**config.mk**
```make
export PLATFORM = sky130hd
export DESIGN_NAME = ddis_sequencer
export DESIGN_NICKNAME = d
export VERILOG_FILES = /design/src/hdl/ddis_pkg.sv /design/src/hdl/ddis_sequencer.sv /design/src/hdl/ddis_sync.sv
export SDC_FILE = /design/constraint.sdc
export NUM_CORES = 1
export LEC_CHECK = 0
export BUFFER_PORTS_ARGS = -buffer_cell sky130_fd_sc_hd__buf_2
export CORE_ASPECT_RATIO = 1.4
export CORE_UTILIZATION = 46
export DETAILED_ROUTE_END_ITERATION = 10
export PLACE_DENSITY_LB_ADDON = 0.3
export SYNTH_ARGS = -nofsm -noshare
export SYNTH_HDL_FRONTEND = slang
export SYNTH_SLANG_ARGS = --single-unit
```
**constraint.sdc**
```tcl
create_clock -name pclk -period 1.5 [get_ports pclk]
set_input_delay 0.075 -clock pclk [delete_from_list [all_inputs] [get_ports pclk]]
set_output_delay 0.075 -clock pclk [all_outputs]
set_load 0.05 [all_outputs]
```
**src/hdl/ddis_pkg.sv**
```systemverilog
// Package for the cartridge drive interlock sequencer: constants and carriers.
// Assumes a single 10 MHz system clock; no register bus traffic is decoded here.
package ddis_pkg;

  // ****************************************************************
  // Timing and counts
  // ****************************************************************
  localparam int unsigned CLK_PERIOD_NS   = 100;
  localparam logic [2:0]  STOP_REVS       = 3'h6;
  localparam logic [2:0]  REV_CNT_CLEAR   = 3'h0;
  localparam int unsigned SYNC_STAGES     = 2;

  // ****************************************************************
  // APB register map
  // ****************************************************************
  localparam logic [11:0] ADDR_CTRL       = 12'h000;
  localparam logic [11:0] ADDR_STATUS     = 12'h004;
  localparam logic [31:0] CTRL_RESET      = 32'h0000_0000;
  localparam int unsigned CTRL_FORCE_RET  = 0;
  localparam int unsigned CTRL_WR_CHECK   = 1;
  localparam int unsigned STATUS_WIDTH    = 14;

  // ****************************************************************
  // Carriers
  // ****************************************************************
  typedef struct packed {
    logic run_sel;          // Load/run switch in run (load_switch_n high)
    logic cartridge_clamps_closed;
    logic emergency_head_pull_n_alt;
    logic spindle_halted_n;
    logic speed_ok;
    logic brush_home;
    logic head_home;
    logic heads_over_media_sense;
    logic selected_index;
    logic drive_select;
  } ddis_sense_t;

  typedef struct packed {
    logic phase1_en_n;
    logic phase2_en_n;
    logic brush_enable;
    logic retract_n;
    logic cartridge_release_n;
    logic servo_release;
    logic ready;
    logic drive_ok_lamp_n;
    logic drive_ok_selected;
  } ddis_drive_t;

  typedef enum logic [1:0] {
    SPN_STOPPED,
    SPN_RUNNING,
    SPN_COASTING
  } ddis_spin_t;

endpackage : ddis_pkg

```
**src/hdl/ddis_sequencer.sv**
```systemverilog
// Interlock and sequencing logic for a cartridge disk drive: spindle enable,
// brush cycle, retract latch, cartridge unlock, servo release and ready.
// Assumes pins are asynchronous to pclk; APB master on the same clock.
// Summary of operation
// - Run mode, clamps closed, no emergency or reset: both phase enables on.
// - Revolution counter held cleared while in run mode.
// - In load, sixth index pulse clears run flip-flop and drops phase two.
// - Speed not ok when run drops: clear run flip-flop at once.
// - Phase one stays on while braking, off once spindle halted.
// - Open cartridge clamps inhibit spindle drive.
// - Emergency retract or power-on reset forces spindle drive off.
// - Emergency in run clears run flip-flop; it sets again afterwards.
// - Load with brushes home: latches set, no cycle; run starts brush enable.
// - Brushes out reset switch and cycle latches; enable holds till home.
// - Brushes home set switch latch; cycle latch set again on run to load.
// - Power-on reset clears the brush cycle latch.
// - Home high when retracted; over-tracks shows heads over media.
// - Retract latch set on brushes out, speed bad, or detector fault.
// - Retract latch clears on home only with brush home and speed ok.
// - Retract active drives heads home; inactive lets them advance.
// - Unlock only with phase one off, brushes home and heads home.
// - Servo release while heads home and retract asserted.
// - Ready when heads out of home and no write check; lamp follows.
// - Drive-ok-selected only while ready and controller selects drive.
// - Selected index used internally without ready gating.
//
// The placing of the registers and register access over APB were chosen for this implementation.
`timescale 1ns/1ns
`default_nettype none
module ddis_sequencer
  import ddis_pkg::*;
(
  // Clock and reset
  input  wire logic        pclk,
  input  wire logic        presetn,
  // APB slave
  input  wire logic        psel,
  input  wire logic        penable,
  input  wire logic        pwrite,
  input  wire logic [11:0] paddr,
  input  wire logic [31:0] pwdata,
  output logic             pready,
  output logic             pslverr,
  output logic      [31:0] prdata,
  // Drive pins
  input  wire logic        load_switch_n,
  input  wire logic        cartridge_clamps_closed,
  input  wire logic        emergency_head_pull_n_alt,
  input  wire logic        spindle_halted_n,
  input  wire logic        speed_ok,
  input  wire logic        brush_home,
  input  wire logic        head_home,
  input  wire logic        heads_over_media_sense,
  input  wire logic        selected_index,
  input  wire logic        drive_select,
  // Drive outputs
  output ddis_drive_t      drive_out
);

  // ****************************************************************
  // Input synchronisation
  // ****************************************************************
  ddis_sense_t raw;
  ddis_sense_t sn;

  always_comb
  begin
    raw.run_sel                   = load_switch_n;
    raw.cartridge_clamps_closed   = cartridge_clamps_closed;
    raw.emergency_head_pull_n_alt = emergency_head_pull_n_alt;
    raw.spindle_halted_n          = spindle_halted_n;
    raw.speed_ok                  = speed_ok;
    raw.brush_home                = brush_home;
    raw.head_home                 = head_home;
    raw.heads_over_media_sense    = heads_over_media_sense;
    raw.selected_index            = selected_index;
    raw.drive_select              = drive_select;
  end

  // Sync stages reset to idle pin levels: a zero brush home or emergency
  // level would fake a brush or emergency event in the first two cycles after reset
  localparam ddis_sense_t SENSE_IDLE = '{
    run_sel:                   1'b0,
    cartridge_clamps_closed:   1'b0,
    emergency_head_pull_n_alt: 1'b1,
    spindle_halted_n:          1'b0,
    speed_ok:                  1'b0,
    brush_home:                1'b1,
    head_home:                 1'b1,
    heads_over_media_sense:    1'b0,
    selected_index:            1'b0,
    drive_select:              1'b0
  };

  ddis_sync #(.WIDTH($bits(ddis_sense_t)), .RESET_VAL(SENSE_IDLE)) u_sync
  (
    .pclk     (pclk),
    .presetn  (presetn),
    .async_in (raw),
    .sync_out (sn)
  );

  // ****************************************************************
  // Shared decodes
  // ****************************************************************
  // Phase enables and the spindle state machine ask the same question
  function automatic logic drive_allowed
  (
    input logic run,
    input logic clamps,
    input logic emg
  );
    return run && clamps && !emg;
  endfunction : drive_allowed

  // One register decode serves the error and write paths; reads decode paddr in a case
  function automatic logic addr_hit
  (
    input logic [11:0] addr,
    input logic [11:0] reg_addr
  );
    return addr == reg_addr;
  endfunction : addr_hit

  // ****************************************************************
  // Software control and edge detection
  // ****************************************************************
  logic [31:0] ctrl_q;
  logic        index_d1_q;
  logic        run_d1_q;
  logic        index_pulse;
  logic        run_to_load;
  logic        emerg;
  logic        force_ret;
  logic        write_check;

  assign emerg       = !sn.emergency_head_pull_n_alt;
  assign force_ret   = ctrl_q[CTRL_FORCE_RET];
  assign write_check = ctrl_q[CTRL_WR_CHECK];
  assign index_pulse = sn.selected_index && !index_d1_q;
  assign run_to_load = run_d1_q && !sn.run_sel;

  always_ff @(posedge pclk or negedge presetn)
  begin
    if (!presetn)
    begin
      index_d1_q <= 1'b0;
      run_d1_q   <= 1'b0;
    end
    else
    begin
      index_d1_q <= sn.selected_index;
      run_d1_q   <= sn.run_sel;
    end
  end

  // ****************************************************************
  // Spindle run flip-flop and revolution counter
  // ****************************************************************
  logic [2:0] rev_q;
  logic       spin_run_q;
  ddis_spin_t spin_q;

  // Counter idles at clear in run so a stop with speed ok waits a full six turns
  always_ff @(posedge pclk or negedge presetn)
  begin
    if (!presetn)
      rev_q <= REV_CNT_CLEAR;
    else if (sn.run_sel)
      rev_q <= REV_CNT_CLEAR;
    else if (index_pulse && rev_q != STOP_REVS)
      rev_q <= rev_q + 3'h1;
  end

  always_ff @(posedge pclk or negedge presetn)
  begin
    if (!presetn)
      spin_run_q <= 1'b0;
    else if (sn.run_sel && emerg)
      spin_run_q <= 1'b0;
    else if (sn.run_sel)
      spin_run_q <= 1'b1;
    else if (run_d1_q && !sn.speed_ok)
      spin_run_q <= 1'b0;
    else if (index_pulse && rev_q == STOP_REVS - 3'h1)
      spin_run_q <= 1'b0;
  end

  // Spindle state tracks drive vs braking for phase one
  always_ff @(posedge pclk or negedge presetn)
  begin
    if (!presetn)
      spin_q <= SPN_STOPPED;
    else
    begin
      case (spin_q)
        SPN_STOPPED:
          if (drive_allowed(spin_run_q, sn.cartridge_clamps_closed, emerg))
            spin_q <= SPN_RUNNING;
        SPN_RUNNING:
          if (!drive_allowed(spin_run_q, sn.cartridge_clamps_closed, emerg))
            spin_q <= SPN_COASTING;
        SPN_COASTING:
          if (drive_allowed(spin_run_q, sn.cartridge_clamps_closed, emerg))
            spin_q <= SPN_RUNNING;
          else if (!sn.spindle_halted_n)
            spin_q <= SPN_STOPPED;
        default:
          spin_q <= SPN_STOPPED;
      endcase
    end
  end

  // ****************************************************************
  // Brush latches
  // ****************************************************************
  logic brush_sw_q;
  logic brush_cyc_q;

  always_ff @(posedge pclk or negedge presetn)
  begin
    if (!presetn)
      brush_sw_q <= 1'b1;
    else if (!sn.brush_home)
      brush_sw_q <= 1'b0;
    else
      brush_sw_q <= 1'b1;
  end

  always_ff @(posedge pclk or negedge presetn)
  begin
    if (!presetn)
      brush_cyc_q <= 1'b0;
    else if (!brush_sw_q)
      brush_cyc_q <= 1'b0;
    else if (run_to_load || (!sn.run_sel && sn.brush_home))
      brush_cyc_q <= 1'b1;
  end

  // ****************************************************************
  // Retract latch
  // ****************************************************************
  logic retract_q;
  logic detector_fault;
  logic retract_set;

  // Heads over media yet reading home means one detector is lying
  assign detector_fault = sn.head_home && sn.heads_over_media_sense;
  assign retract_set    = !sn.brush_home || !sn.speed_ok || detector_fault
                          || emerg || force_ret;

  always_ff @(posedge pclk or negedge presetn)
  begin
    if (!presetn)
      retract_q <= 1'b1;
    else if (retract_set)
      retract_q <= 1'b1;
    else if (sn.head_home)
      retract_q <= 1'b0;
  end

  // ****************************************************************
  // Output register
  // ****************************************************************
  ddis_drive_t drv_d;
  logic        p1_on;
  logic        p2_on;

  always_comb
  begin
    p2_on = drive_allowed(spin_run_q, sn.cartridge_clamps_closed, emerg);
    // Running state covers the cycle before coasting so phase one never blips off
    p1_on = (p2_on || spin_q == SPN_RUNNING || spin_q == SPN_COASTING)
            && sn.cartridge_clamps_closed
            && !emerg;
    drv_d.phase1_en_n         = !p1_on;
    drv_d.phase2_en_n         = !p2_on;
    drv_d.brush_enable        = (brush_cyc_q && sn.run_sel) || !brush_sw_q;
    drv_d.retract_n           = !retract_q;
    drv_d.cartridge_release_n = !(!p1_on && sn.brush_home && sn.head_home);
    drv_d.servo_release       = sn.head_home && retract_q;
    drv_d.ready               = !sn.head_home && !write_check;
    drv_d.drive_ok_lamp_n     = !drv_d.ready;
    drv_d.drive_ok_selected   = drv_d.ready && sn.drive_select;
  end

  always_ff @(posedge pclk or negedge presetn)
  begin
    if (!presetn)
    begin
      drive_out                     <= '0;
      drive_out.phase1_en_n         <= 1'b1;
      drive_out.phase2_en_n         <= 1'b1;
      drive_out.retract_n           <= 1'b0;
      drive_out.cartridge_release_n <= 1'b1;
      drive_out.drive_ok_lamp_n     <= 1'b1;
    end
    else
      drive_out <= drv_d;
  end

  // ****************************************************************
  // APB slave: zero wait states, unmapped reads zero with error
  // ****************************************************************
  logic                    apb_acc;
  logic                    hit;
  logic [STATUS_WIDTH-1:0] status;

  assign apb_acc = psel && penable;
  assign hit     = addr_hit(paddr, ADDR_CTRL) || addr_hit(paddr, ADDR_STATUS);
  assign pready  = 1'b1;
  assign pslverr = apb_acc && !hit;
  assign status  = {rev_q, spin_q == SPN_COASTING, retract_q, brush_cyc_q, brush_sw_q,
                    spin_run_q, drive_out.ready, drive_out.drive_ok_selected,
                    !drive_out.phase1_en_n, !drive_out.phase2_en_n, drive_out.servo_release,
                    !drive_out.cartridge_release_n};

  always_ff @(posedge pclk or negedge presetn)
  begin
    if (!presetn)
      ctrl_q <= CTRL_RESET;
    else if (apb_acc && pwrite && addr_hit(paddr, ADDR_CTRL))
      ctrl_q <= pwdata & 32'h0000_0003;
  end

  always_ff @(posedge pclk or negedge presetn)
  begin
    if (!presetn)
      prdata <= '0;
    else if (psel && !penable && !pwrite)
    begin
      case (paddr)
        ADDR_CTRL:   prdata <= ctrl_q;
        ADDR_STATUS: prdata <= {{(32-STATUS_WIDTH){1'b0}}, status};
        default:     prdata <= '0;
      endcase
    end
  end

endmodule : ddis_sequencer
`default_nettype wire

```
**src/hdl/ddis_sync.sv**
```systemverilog
// Two flip-flop synchroniser for a vector of asynchronous levels.
// Assumes inputs come from switches, sensors or another clock domain.
`timescale 1ns/1ns
`default_nettype none
module ddis_sync
  import ddis_pkg::*;
#(
  parameter int unsigned    WIDTH     = 10,
  parameter logic [WIDTH-1:0] RESET_VAL = '0
)
(
  // Clock and reset
  input  wire logic             pclk,
  input  wire logic             presetn,
  // Levels
  input  wire logic [WIDTH-1:0] async_in,
  output logic      [WIDTH-1:0] sync_out
);

  logic [WIDTH-1:0] meta_q;

  // Stage one feeds only stage two
  always_ff @(posedge pclk or negedge presetn)
  begin
    if (!presetn)
    begin
      meta_q   <= RESET_VAL;
      sync_out <= RESET_VAL;
    end
    else
    begin
      meta_q   <= async_in;
      sync_out <= meta_q;
    end
  end

endmodule : ddis_sync
`default_nettype wire

```
==> metrics.txt <==
routed vias/inst=4.66; Power Dens Cells=1020 mW/mm^2; vias in the first global route=1316; Syn Inst Count=171; mux cell area share after synthesis=1.94%; reg2reg setup slack=190 ps; period utilisation layout=87.5%; asr flop ratio synth=100%; Worst-Skew Late Latency=300 ps; most area-consuming cells after synthesis=dfrtp_1 (50%), dfstp_2 (14%), buf_4 (6.5%), o21ai_2 (4.0%), nand2_1 (3.2%); Sum Neg Setup Slack=0 ps; Power Internal=2000 uW; Fill cells=406; WS Path Type=reg2reg; DP Worst Slack=195 ps; worst-margin pin slew=591 ps; Rel. slew slack=60.6%; Clk network pwr share=28.3%; Fin. Hold Viols=0; Synth Warn #=0; H-tree Lvls=2; CTS tree=done; All-Layer GR Usage=16.3%; GRT overflow=0; Die W=60.4 um; initial antenna violation count=0; drc violations=0; Area Growth Syn to Fin=21.4%; DIE HEIGHT=83.8 um; mean cell area of the mapped netlist=12.8 sq um; # setup viols final=0; RSZ-0062 raised after global routing=no; largest family of logic cells by synthesized area=simple AND/OR/NAND/NOR gates; gpl congestion=0.791; FP Rows=29; ANT cells=0; Avg WL per Cell=12.0 um; Hold Startpoint=paddr[2]; largest net degree at the start of global routing=57; run status=finished, final reports clean; Comb pwr share=12.7%; post-synthesis compound-gate area fraction=9.69%; Yosys reg bits=56; Fin Clk Skew=11.9 ps; Final #Nets=301; final number of max-transition violations=0; sw frac=26.7%; register area share after synthesis=64.5%; Num CTS Buffers=5; core area=0.00457 sq mm; Pre-antenna DRT Iters=4; CP Launch Type=flip-flop; achievable frequency=0.762 GHz; final WL=3630 um; Seq pwr share=59.0%; Starting Density=48.0%; P_leak=0.00133 uW; EDFF count, synth=0; DR iter-0 viols=97; DR vias=1406; CTS max path bufs=2; Buffers on Ports=52; slack of the critical path=187 ps; die area=0.00506 sq mm; Sw Pwr=726 uW; area share of and/or/nand/nor cells after synthesis=12.0%; area leader, netlist=dfrtp_1; CP Capture Type=flip-flop; CP endpoint=rev_q[1]; most frequent cells in the layout=buf_2 (52), dfrtp_1 (44), nand2_1 (19), conb_1 (19), dlygate4sd3_1 (13); Yosys cell types=38; number of cells on the worst reg-to-reg path=5; Ports=102; XOR/XNOR share of the synthesized area=0%; Synth Cell Area=0.00220 sq mm; r2r startpoint=rev_q[0]; Reg-to-Reg End=rev_q[1]; Peak VDD IR=0.530 mV; top-area cell type share of the netlist area=50.1%; max cap viols=0; crit path from=rev_q[0]; area taken by flip-flops and latches=0.00142 sq mm; HP Class=in2reg; CP arrival=1510 ps; Routed Antenna Nets=0; fraction of layout cells with a size suffix above 1=36.7%; area taken by multi-input logic gates=628 sq um; root buffer cell=clkbuf_8; Adder-Cell Fraction of Synth Area=1.71%; most common cell after layout, fill and taps aside=buf_2; clock sinks=56; crit-path max FO=5; top_reg_cell synth=dfrtp_1; Tmin final=1310 ps; first-pass GRT wire length=5950 um; Worst-path clk slew=100 ps; Post-DP HPWL=2470 um; Worst Path Required=1700 ps
-- per-stage QoR --
stage	area [sq um]	util, %	power [uW]	std cells	hold slack [ps]
after floorplan	2260	-	1890	188	-221
after global placement	2450	53.6	1950	281	92.3
after detailed placement	2450	53.6	1960	281	93.8
after CTS	2670	58.3	2760	302	153
after global routing	2670	58.3	2860	302	165
final	2670	58.3	2720	302	155
-- registers in the layout, summed over array words and instances, names as in the netlist --
signal and cells:
brush_sw_q 1, run_d1_q 1, brush_cyc_q 1, rev_q 3, u_sync.sync_out 10, retract_q 1, u_sync.meta_q 10, spin_q 2
spin_run_q 1, ctrl_q 2, prdata 14, index_d1_q 1, drive_out 9
-- routing by layer --
layer / global-route usage, % / routed length (um) / vias to the layer above
met5: 0 / 0 / -
li1: - / - / 667
met4: 7.19 / 90 / 0
met1: 17.5 / 1430 / 676
met3: 4.34 / 195 / 8
met2: 28.5 / 1920 / 55
-- worst min-delay path by stage --
stage                               endpoint  slack, ps  cells past startpoint
after floorplan                  brush_cyc_q       -220                      0
after detailed placement  u_sync.sync_out[9]         90                      2
after CTS                          ctrl_q[0]        150                      4
final                              prdata[0]        160                      3
after global routing               prdata[0]        160                      3
after global placement      u_sync.meta_q[2]         90                      2
-- power by group through the flow --
stage          clock network, uW  logic [uW]  registers, uW
5_1_grt                      866         374           1620
3_5_place_dp                   0         320           1640
3_3_place_gp                   0         316           1630
2_1_floorplan                  0         210           1680
4_1_cts                      804         346           1610
6_report                     772         345           1610
-- cell type report --
cell class | count | share of cell area [%]
Clock buffer | 6 | 2.72
Clock inverter | 2 | 0.469
Inverter | 11 | 1.55
Multi-Input combinational cell | 98 | 23.6
Sequential cell | 56 | 53.1
Tap cell | 62 | 2.91
Timing Repair Buffer | 67 | 15.7
-- cell families after synthesis --
family	count (synthesis)
flip-flops	56
other	2
AO/OA/AOI/OAI	29
adder cells (fa/ha/maj)	3
multiplexers	4
buffers and inverters	34
AND/OR/NAND/NOR	43
-- cell usage after synthesis, types with 2 or more instances --
master   number
o31ai_1       2
o21ai_2      10
a21oi_1       6
nor4_4        2
inv_1        11
and4b_1       2
ha_1          3
buf_4        19
dfstp_2      12
conb_1        2
nand2_1      19
and2_1        2
mux2_1        2
nand3_1       5
mux2i_1       2
buf_6         2
o21ai_0       3
nor2b_1       4
dfrtp_1      44
-- worst max-delay path, cell delays in order (launching register included) --
cell and delay [ps]:
dfrtp_1 380, inv_1 100, ha_1 210, nand2_1 150, a21oi_1 100, a311oi_1 270
-- repair_timing --
| action | in CTS | in global routing |
|---|---|---|
| hold buffers | 13 | 0 |
| setup buffers | 0 | 0 |
| endpoints found under the hold margin | 56 | 0 |
| resized for setup | 0 | 0 |
Power figures use the tool's default switching activity.
